## config.mk

```make
export PLATFORM = sky130hd
export DESIGN_NAME = adc_compare_trigger_delay_ctrl
export DESIGN_NICKNAME = d
export VERILOG_FILES = /design/src/pkg/adc_ctrl_pkg.sv /design/src/core/adc_clk_div.sv /design/src/core/adc_compare_trigger_delay_ctrl.sv
export SDC_FILE = /design/constraint.sdc
export NUM_CORES = 1
export LEC_CHECK = 0
export BUFFER_PORTS_ARGS = -buffer_cell sky130_fd_sc_hd__buf_4
export CAP_MARGIN = 20
export CORE_MARGIN = 2
export CORE_UTILIZATION = 50
export CTS_BUF_LIST = sky130_fd_sc_hd__clkbuf_16
export DETAILED_ROUTE_END_ITERATION = 10
export GPL_ROUTABILITY_DRIVEN = 0
export PLACE_DENSITY = 0.79
export SKIP_CTS_REPAIR_TIMING = 1
export SLEW_MARGIN = 20
export SYNTH_ARGS = -nofsm -noshare
export SYNTH_HDL_FRONTEND = slang
export SYNTH_SLANG_ARGS = --single-unit
```

## constraint.sdc

```tcl
create_clock -name core_clk_in -period 3.6 [get_ports core_clk_in]
set_input_delay 0.18 -clock core_clk_in [delete_from_list [all_inputs] [get_ports core_clk_in]]
set_output_delay 0.18 -clock core_clk_in [all_outputs]
set_load 0.05 [all_outputs]
```

## src/pkg/adc_ctrl_pkg.sv

```systemverilog
package adc_ctrl_pkg;

  // ----------------------------------------------------------------
  // register indices (byte address is four times the index)
  // ----------------------------------------------------------------
  localparam logic [9:0] IDX_CTRL_ONE = 10'h001;
  localparam logic [9:0] IDX_STATUS = 10'h002;
  localparam logic [9:0] IDX_CMP_VALUE = 10'h004;
  localparam logic [9:0] IDX_RESULT = 10'h005;
  localparam logic [9:0] IDX_PWM_CTRL = 10'h006;
  localparam logic [9:0] IDX_IRQ_STATUS = 10'h007;
  localparam logic [9:0] IDX_IRQ_ENABLE = 10'h008;
  localparam logic [9:0] IDX_IRQ_CLEAR = 10'h009;
  localparam logic [9:0] IDX_CTRL_TWO = 10'h0e2;
  localparam logic [9:0] IDX_DELAY_LOW = 10'h0e3;

  // ----------------------------------------------------------------
  // field positions
  // ----------------------------------------------------------------
  localparam int CT2_FBE_BIT = 7;
  localparam int CT2_POL_BIT = 6;
  localparam int CT2_GATE_BIT = 5;
  localparam int CT2_CMPO_BIT = 4;
  localparam int CT2_AQT_LSB = 1;
  localparam int CT2_DLY8_BIT = 0;
  localparam int CT1_DIV_LSB = 4;
  localparam int CT1_EXT_BIT = 1;
  localparam int CT1_EN_BIT = 0;
  localparam int STAT_DONE_BIT = 7;
  localparam int STAT_BUSY_BIT = 6;
  localparam int PWM_RUN_BIT = 7;
  localparam int IRQ_DONE_BIT = 0;
  localparam int IRQ_BRAKE_BIT = 1;

  // ----------------------------------------------------------------
  // widths, reset values, timing
  // ----------------------------------------------------------------
  localparam int RESULT_W = 12;
  localparam int DELAY_W = 9;
  localparam int SAMP_W = 6;
  localparam int IRQ_W = 2;
  localparam logic [7:0] CTRL_TWO_RST = 8'h00;
  localparam logic [7:0] DELAY_LOW_RST = 8'h00;
  localparam logic [7:0] CTRL_ONE_RST = 8'h00;
  localparam logic [11:0] CMP_VALUE_RST = 12'h000;
  localparam logic [SAMP_W-1:0] ACQ_BASE_CYCLES = 6'h06;
  localparam logic [1:0] DIV_BY_EIGHT = 2'h3;

  typedef enum logic [1:0] {
    ST_IDLE = 2'b00,
    ST_DELAY = 2'b01,
    ST_SAMPLE = 2'b10,
    ST_CONVERT = 2'b11
  } conv_state_e;

  // sampling length in converter clock cycles: 4 * field + 6
  function automatic logic [SAMP_W-1:0] acq_cycles(input logic [2:0] aqt);
    acq_cycles = {1'b0, aqt, 2'b00} + ACQ_BASE_CYCLES;
  endfunction

  // comparator: polarity 0 gives result >= value, 1 gives result < value
  function automatic logic cmp_match(input logic [RESULT_W-1:0] res,
                                     input logic [RESULT_W-1:0] val,
                                     input logic pol);
    cmp_match = pol ? (res < val) : (res >= val);
  endfunction

endpackage

```

## src/core/adc_clk_div.sv

```systemverilog
`timescale 1ns/1ps
module adc_clk_div (
  // clock and reset
  input wire logic core_clk_in,
  input wire logic rst_in,
  // divider select, 0..3 gives /1 /2 /4 /8
  input wire logic [1:0] div_sel_in,
  // one-cycle enable at the converter clock rate
  output logic tick_out
);
  import adc_ctrl_pkg::*;

  logic [2:0] count_q;
  logic tick_q;
  wire [2:0] limit = 3'((4'h1 << div_sel_in) - 4'h1);
  wire at_limit = (count_q >= limit);

  always_ff @(posedge core_clk_in)
  begin
    if (rst_in)
    begin
      count_q <= 3'h0;
      tick_q <= 1'b0;
    end
    else
    begin
      count_q <= at_limit ? 3'h0 : 3'(count_q + 3'h1);
      tick_q <= at_limit;
    end
  end

  assign tick_out = tick_q;
endmodule // adc_clk_div

```

## src/core/adc_compare_trigger_delay_ctrl.sv

```systemverilog
// Implementation choice: the APB register port.
`timescale 1ns/1ps
module adc_compare_trigger_delay_ctrl (
  // clock and reset
  input wire logic core_clk_in,
  input wire logic rst_in,
  // apb slave
  input wire logic psel_in,
  input wire logic penable_in,
  input wire logic pwrite_in,
  input wire logic [11:0] paddr_in,
  input wire logic [31:0] pwdata_in,
  output logic [31:0] prdata_out,
  output logic pready_out,
  output logic pslverr_out,
  // external conversion trigger pin
  input wire logic ext_trigger_in,
  // analog converter core
  input wire logic conv_done_in,
  input wire logic [adc_ctrl_pkg::RESULT_W-1:0] conv_result_in,
  output logic adc_enable_out,
  output logic sample_out,
  output logic conv_start_out,
  // pwm unit
  output logic fault_brake_out,
  output logic pwm_run_out,
  // interrupt
  output logic irq_out
);
  import adc_ctrl_pkg::*;

  // ----------------------------------------------------------------
  // state
  // ----------------------------------------------------------------
  conv_state_e state_q, state_d;
  logic [7:0] ctrl_two_q;
  logic [7:0] delay_low_q;
  logic [7:0] ctrl_one_q;
  logic [RESULT_W-1:0] cmp_value_q;
  logic [RESULT_W-1:0] result_q;
  logic cmpo_q;
  logic done_q;
  logic pwm_run_q;
  logic brake_q;
  logic [IRQ_W-1:0] irq_st_q, irq_en_q;
  logic irq_q;
  logic [DELAY_W-1:0] dly_cnt_q, dly_cnt_d;
  logic [SAMP_W-1:0] samp_cnt_q, samp_cnt_d;
  logic sample_q;
  logic conv_start_q, conv_start_d;
  logic ext_meta_q, ext_sync_q, ext_prev_q;
  logic pready_q, pslverr_q;
  logic [31:0] prdata_q;
  logic adc_tick;

  // ----------------------------------------------------------------
  // apb decode
  // ----------------------------------------------------------------
  wire [9:0] idx = paddr_in[11:2];
  wire aligned = (paddr_in[1:0] == 2'b00);
  wire setup = psel_in & ~penable_in;
  wire access = psel_in & penable_in & pready_q;
  wire wr = access & pwrite_in;
  wire hit_ct1 = aligned & (idx == IDX_CTRL_ONE);
  wire hit_stat = aligned & (idx == IDX_STATUS);
  wire hit_cmp = aligned & (idx == IDX_CMP_VALUE);
  wire hit_res = aligned & (idx == IDX_RESULT);
  wire hit_pwm = aligned & (idx == IDX_PWM_CTRL);
  wire hit_ist = aligned & (idx == IDX_IRQ_STATUS);
  wire hit_ien = aligned & (idx == IDX_IRQ_ENABLE);
  wire hit_icl = aligned & (idx == IDX_IRQ_CLEAR);
  wire hit_ct2 = aligned & (idx == IDX_CTRL_TWO);
  wire hit_dly = aligned & (idx == IDX_DELAY_LOW);
  wire mapped = hit_ct1 | hit_stat | hit_cmp | hit_res | hit_pwm | hit_ist
              | hit_ien | hit_icl | hit_ct2 | hit_dly;
  // read-only registers refuse writes with an error
  wire bad = ~mapped | (pwrite_in & (hit_res | hit_ist));

  wire [31:0] rd_mux =
      hit_ct1 ? {24'h000000, ctrl_one_q} :
      hit_stat ? {24'h000000, done_q, (state_q != ST_IDLE), 6'h00} :
      hit_cmp ? {20'h00000, cmp_value_q} :
      hit_res ? {20'h00000, result_q} :
      hit_pwm ? {24'h000000, pwm_run_q, 7'h00} :
      hit_ist ? {30'h00000000, irq_st_q} :
      hit_ien ? {30'h00000000, irq_en_q} :
      hit_ct2 ? {24'h000000, ctrl_two_q[7:5], cmpo_q, ctrl_two_q[3:0]} :
      hit_dly ? {24'h000000, delay_low_q} : 32'h00000000;

  wire wr_ct1 = wr & hit_ct1;
  wire wr_stat = wr & hit_stat;
  wire wr_cmp = wr & hit_cmp;
  wire wr_pwm = wr & hit_pwm;
  wire wr_ien = wr & hit_ien;
  wire wr_icl = wr & hit_icl;
  wire wr_ct2 = wr & hit_ct2;
  wire wr_dly = wr & hit_dly;

  // ----------------------------------------------------------------
  // control fields
  // ----------------------------------------------------------------
  wire adc_en = ctrl_one_q[CT1_EN_BIT];
  wire ext_en = ctrl_one_q[CT1_EXT_BIT];
  wire [1:0] div_sel = ctrl_one_q[CT1_DIV_LSB +: 2];
  wire fbe = ctrl_two_q[CT2_FBE_BIT];
  wire pol = ctrl_two_q[CT2_POL_BIT];
  wire gate = ctrl_two_q[CT2_GATE_BIT];
  wire [2:0] aqt = ctrl_two_q[CT2_AQT_LSB +: 3];
  wire [DELAY_W-1:0] delay_val = {ctrl_two_q[CT2_DLY8_BIT], delay_low_q};

  // ----------------------------------------------------------------
  // start, completion and compare events
  // ----------------------------------------------------------------
  wire ext_rise = ext_sync_q & ~ext_prev_q;
  wire sw_start = wr_stat & pwdata_in[STAT_BUSY_BIT];
  wire idle_ok = (state_q == ST_IDLE) & ~done_q & adc_en;
  wire ext_accept = idle_ok & ~sw_start & ext_en & ext_rise;
  wire sw_accept = idle_ok & sw_start;
  wire conv_evt = (state_q == ST_CONVERT) & conv_done_in;
  wire hit = cmp_match(conv_result_in, cmp_value_q, pol);
  wire set_done = conv_evt & (~gate | hit);
  wire restart = conv_evt & gate & ~hit;
  // only a fresh rise of the comparator trips the brake
  wire brake_evt = conv_evt & fbe & hit & ~cmpo_q;
  wire clr_done = wr_stat & ~pwdata_in[STAT_DONE_BIT];
  wire [IRQ_W-1:0] irq_evt = {brake_evt, set_done};

  adc_clk_div u_div (
    .core_clk_in(core_clk_in),
    .rst_in(rst_in),
    .div_sel_in(div_sel),
    .tick_out(adc_tick)
  );

  // ----------------------------------------------------------------
  // sequencer
  // ----------------------------------------------------------------
  always_comb
  begin
    state_d = state_q;
    dly_cnt_d = dly_cnt_q;
    samp_cnt_d = samp_cnt_q;
    conv_start_d = 1'b0;
    case (state_q)
      ST_IDLE:
      begin
        if (sw_accept || (ext_accept && delay_val == '0))
        begin
          state_d = ST_SAMPLE;
          samp_cnt_d = acq_cycles(aqt);
        end
        else if (ext_accept)
        begin
          state_d = ST_DELAY;
          dly_cnt_d = delay_val;
        end
      end
      ST_DELAY:
      begin
        if (adc_tick)
        begin
          dly_cnt_d = DELAY_W'(dly_cnt_q - 1'b1);
          if (dly_cnt_q == 9'h001)
          begin
            state_d = ST_SAMPLE;
            samp_cnt_d = acq_cycles(aqt);
          end
        end
      end
      ST_SAMPLE:
      begin
        if (adc_tick)
        begin
          samp_cnt_d = SAMP_W'(samp_cnt_q - 1'b1);
          if (samp_cnt_q == 6'h01)
          begin
            state_d = ST_CONVERT;
            conv_start_d = 1'b1;
          end
        end
      end
      ST_CONVERT:
      begin
        if (restart)
        begin
          state_d = ST_SAMPLE;
          samp_cnt_d = acq_cycles(aqt);
        end
        else if (conv_evt)
        begin
          state_d = ST_IDLE;
        end
      end
      default:
      begin
        state_d = ST_IDLE;
      end
    endcase
    // turning the converter off abandons any conversion in flight
    if (!adc_en)
    begin
      state_d = ST_IDLE;
      conv_start_d = 1'b0;
    end
  end

  always_ff @(posedge core_clk_in)
  begin
    if (rst_in)
    begin
      state_q <= ST_IDLE;
      dly_cnt_q <= '0;
      samp_cnt_q <= '0;
      sample_q <= 1'b0;
      conv_start_q <= 1'b0;
    end
    else
    begin
      state_q <= state_d;
      dly_cnt_q <= dly_cnt_d;
      samp_cnt_q <= samp_cnt_d;
      sample_q <= (state_d == ST_SAMPLE);
      conv_start_q <= conv_start_d;
    end
  end

  // ----------------------------------------------------------------
  // trigger synchroniser, results, flags
  // ----------------------------------------------------------------
  always_ff @(posedge core_clk_in)
  begin
    if (rst_in)
    begin
      ext_meta_q <= 1'b0;
      ext_sync_q <= 1'b0;
      ext_prev_q <= 1'b0;
      result_q <= '0;
      cmpo_q <= 1'b0;
      done_q <= 1'b0;
      pwm_run_q <= 1'b0;
      brake_q <= 1'b0;
    end
    else
    begin
      ext_meta_q <= ext_trigger_in;
      ext_sync_q <= ext_meta_q;
      ext_prev_q <= ext_sync_q;
      if (conv_evt)
      begin
        result_q <= conv_result_in;
        cmpo_q <= hit;
      end
      done_q <= set_done | (done_q & ~clr_done);
      // hardware brake wins over a simultaneous software set
      pwm_run_q <= ~brake_evt & (wr_pwm ? pwdata_in[PWM_RUN_BIT] : pwm_run_q);
      brake_q <= brake_evt | (brake_q & ~(wr_pwm & pwdata_in[PWM_RUN_BIT]));
    end
  end

  // ----------------------------------------------------------------
  // registers and interrupt
  // ----------------------------------------------------------------
  always_ff @(posedge core_clk_in)
  begin
    if (rst_in)
    begin
      ctrl_one_q <= CTRL_ONE_RST;
      ctrl_two_q <= CTRL_TWO_RST;
      delay_low_q <= DELAY_LOW_RST;
      cmp_value_q <= CMP_VALUE_RST;
      irq_en_q <= '0;
      irq_st_q <= '0;
      irq_q <= 1'b0;
    end
    else
    begin
      if (wr_ct1)
        ctrl_one_q <= pwdata_in[7:0];
      if (wr_ct2)
        ctrl_two_q <= pwdata_in[7:0] & ~(8'h01 << CT2_CMPO_BIT);
      if (wr_dly)
        delay_low_q <= pwdata_in[7:0];
      if (wr_cmp)
        cmp_value_q <= pwdata_in[RESULT_W-1:0];
      if (wr_ien)
        irq_en_q <= pwdata_in[IRQ_W-1:0];
      irq_st_q <= irq_evt | (irq_st_q & ~(wr_icl ? pwdata_in[IRQ_W-1:0] : 2'h0));
      irq_q <= |(irq_st_q & irq_en_q);
    end
  end

  always_ff @(posedge core_clk_in)
  begin
    if (rst_in)
    begin
      pready_q <= 1'b0;
      pslverr_q <= 1'b0;
      prdata_q <= 32'h00000000;
    end
    else
    begin
      pready_q <= setup;
      pslverr_q <= setup & bad;
      prdata_q <= (setup & ~pwrite_in) ? rd_mux : 32'h00000000;
    end
  end

  assign prdata_out = prdata_q;
  assign pready_out = pready_q;
  assign pslverr_out = pslverr_q;
  assign adc_enable_out = ctrl_one_q[CT1_EN_BIT];
  assign sample_out = sample_q;
  assign conv_start_out = conv_start_q;
  assign fault_brake_out = brake_q;
  assign pwm_run_out = pwm_run_q;
  assign irq_out = irq_q;
endmodule // adc_compare_trigger_delay_ctrl

```

==> impl_results.md <==
- Run status: finished, final reports clean
- Power per cell area: just under 400 nW/um^2
- FFs w/ async S/R, synth: 0%
- Detailed-route via count: about 4600
- Beginning of the worst register-to-register path: cmp_value_q[11]
- Final critical-path required period: 2.64 ns
- Class of the worst hold path: in2reg
- Critical-path maximum fanout: 6
- Maximum clock path buffer count: 2
- GR Util All Layers: 23.5%
- Final Routed Wirelength: approximately 13000 um
- Total power after layout: 2.29 mW
- Leakage power figure: about 2.2 nW
- Unrepaired setup endpoints after global routing: false
- Drc violations: 0
- Layout Area Growth over Synthesis: 15.1%
- Slew Viols, Final: 0
- Worst-Skew Late Latency: between 0.3 and 0.4 ns
- Critical path destination: samp_cnt_q[1]
- Worst ir drop on vdd: between 0.2 and 0.3 mV
- Setup slack of the worst register-to-register path: 0.96 ns
- Timing startpoint of the critical path: cmp_value_q[11]
- Maxcap violations: 0
- Top FF cell, synth: sky130_fd_sc_hd__dfxtp_1
- Mapped Cells: between 600 and 700
- Total number of placement rows: 36
- Post-detailed-route via-to-cell ratio: 5.88
- Maximum clock rate: roughly 0.38 GHz
- Max-Slew Margin vs Limit: a little over a third
- Arrival time at the worst endpoint: around 2.9 ns
- Final count of negative-setup-slack endpoints: 0
- Critical path startpoint category: register
- Antenna Violating Nets Remaining: 0
- Number of inserted diodes: 0
- FF+latch count, synth: 96
- Starting utilization of the core area: approximately half
- Critical path start-end classification: reg2reg
- CTS Root Buffer Type: sky130_fd_sc_hd__clkbuf_16
- Die outline width: between 100 and 150 um
- Post-DR wirelength/cell: ~16 um
- Worst clock skew: between 0.009 and 0.01 ns
- Syn Std Cell Area: ~5000 um^2
- Largest net degree at the start of global routing: between 70 and 80
- Ratio of cells with drive above 1 in the final layout: 15.1%
- CTS Sinks: 96
- Fraction of the cycle the final worst path needs: between 70% and 80%
- Aggregate global routing overflow: 0
- Number of cell instances on the worst register-to-register path: 8
- Area of the core: 9820 um^2
- Initial antenna violation count: 0
- Global-route wire length before repair: 20900 um
- Data required, critical path: 3.82 ns
- Fraction of the yosys area taken by sequential cells: between 30% and 40%
- Post-layout net count: ~740
- Count of synthesis-stage warnings from yosys: 0
- Clock edge transition at the registers on the reported setup and hold paths: 0.06 ns
- First drt pass iteration count: 5
- Distinct cell type count of the synthesized netlist: 66
- Final Hold Viols: 0
- Setup total negative slack: 0 ns
- Die span in y: between 100 and 150 um
- Avg Synthesized Cell Area: about 8.4 um^2
- TritonCTS clock tree: built
- Starting DRC count in detailed routing: between 300 and 400
- Number of flops mapped to enable cells by yosys: 0
- H-tree level count: 3
- Boundary pin count: 103
- Slew at the pin closest to its max-slew limit: between 0.9 and 1 ns
- Vias in the first global route: around 4400
- Element type at the critical path end: register
- CTS Buf Count: 9
- Port bufs: 62
- Total die area: approximately 11000 um^2
- Detailed placer's ending HPWL: 9290 um
- Endpoint of the worst-slack reg-to-reg timing path: samp_cnt_q[1]
-- Yosys cell counts (all sizes together), types with 2 or more instances --
master  instances  share of area (%)
o221a           2               0.44
nand4           3               0.49
a22oi           2               0.30
nor3           12                1.2
mux2i          38                7.5
or2             2               0.25
a22o            2               0.35
a222oi          2               0.40
nor4           10                1.8
ha             21                5.2
nand3          16                1.6
nor3b           2               0.30
and3            4               0.49
or3             3               0.37
o31ai           4               0.59
nand2          63                4.7
nor2b           9                1.1
buf            30                4.4
xnor2           2               0.35
a31oi           4               0.49
o21ai          37                3.7
and2            6               0.74
o21a            2               0.30
a211oi          7                1.1
nor2           71                5.6
clkbuf         19                1.4
inv            28                2.1
nand2b         11                1.4
or4             3               0.59
a21o            5               0.74
dfxtp          96                 38
o22ai           3               0.37
a32oi           2               0.35
o221ai          2               0.35
a221oi          7                1.6
a21oi          51                5.0
o32ai           2               0.35
mux2            5                1.1
-- area by class of cell --
cell class,instances,area [um^2]
clock inverter,5,97.6
multi-input combinational,451,2820
fill,881,3990
clock buffer,9,225
timing repair buffer,66,495
inverter,28,105
sequential,96,1920
tap,133,166
-- layer usage --
| metal | share of wire, % | global-route usage [%] |
|---|---|---|
| met5 | 0 | 0 |
| met4 | 1.8 | 8.29 |
| met3 | 8.3 | 5.68 |
| met2 | 47 | 38.9 |
| met1 | 42 | 29.9 |
-- worst max-delay path: stages (launching register included) --
cell and delay [ns]:
sky130_fd_sc_hd__dfxtp_1 0.36, sky130_fd_sc_hd__inv_1 0.06, sky130_fd_sc_hd__ha_1 0.31, sky130_fd_sc_hd__nand4_1 0.13
sky130_fd_sc_hd__nor3_1 0.26, sky130_fd_sc_hd__o21ai_0 0.18, sky130_fd_sc_hd__a41oi_1 0.53, sky130_fd_sc_hd__a21o_1 0.34
sky130_fd_sc_hd__mux2_2 0.36
-- cells by family (layout without fill, tap and decap cells) --
| logic type | after synthesis | in the layout | synth area share, % |
|---|---|---|---|
| buffers and inverters | 77 | 108 | 7.85 |
| muxes | 43 | 43 | 8.62 |
| other | 1 | 20 | 0.0740 |
| xor gates and xnor gates | 2 | 2 | 0.346 |
| and+or+nand+nor | 222 | 222 | 21.9 |
| adders and majority gates | 21 | 21 | 5.19 |
| AOI/OAI and AO/OA | 143 | 143 | 18.1 |
| DFF | 96 | 96 | 37.9 |
-- metrics by stage --
| stage | hold WS, ns | std cells | area [um^2] | util [%] | setup WS, ns |
|---|---|---|---|---|---|
| 2_1_floorplan | 0.275 | 624 | 5140 | - | 1.30 |
| 3_3_place_gp | 0.390 | 774 | 5510 | 56.1 | 0.873 |
| 3_5_place_dp | 0.395 | 774 | 5510 | 56.1 | 0.802 |
| 4_1_cts | 0.0419 | 788 | 5830 | 59.4 | 1.01 |
| 5_1_grt | 0.0455 | 788 | 5830 | 59.4 | 0.790 |
| 6_report | 0.0381 | 788 | 5830 | 59.4 | 0.960 |
-- flip-flops by register name (all words and copies together) (netlist names), 2 cells and up --
| register | flops |
|---|---|
| u_div.count_q | 3 |
| ctrl_one_q | 8 |
| samp_cnt_q | 6 |
| ctrl_two_q | 7 |
| state_q | 2 |
| irq_en_q | 2 |
| delay_low_q | 8 |
| dly_cnt_q | 9 |
| prdata_out | 12 |
| result_q | 12 |
| irq_st_q | 2 |
| cmp_value_q | 12 |
-- report_power, final --
group,switching (mW),internal (mW)
Clock,0.388,0.666
Sequential,0.00164,1.06
Combinational,0.117,0.0511
Total,0.507,1.78
-- cell usage in the layout (no fill, tap or decap), drive strengths merged, types with 6 or more instances in the layout --
cell type and n:
nor4 10, nor2b 9, nand2b 11, conb 20, o21ai 37, inv 28, and2 6, dfxtp 96
a221oi 7, a21oi 51, nor3 12, mux2i 38, nand2 63, nor2 71, buf 66, clkbuf 9
ha 21, nand3 16, a211oi 7
-- worst min-delay path by stage --
| stage | start | to | cells after the start |
|---|---|---|---|
| floorplan | rst_in | pready_out | 1 |
| CTS | rst_in | pready_out | 2 |
| global placement | penable_in | pready_out | 2 |
| detailed placement | rst_in | pready_out | 2 |
| global route | rst_in | pready_out | 2 |
| finish | rst_in | pready_out | 2 |
Power figures use the tool's default switching activity.
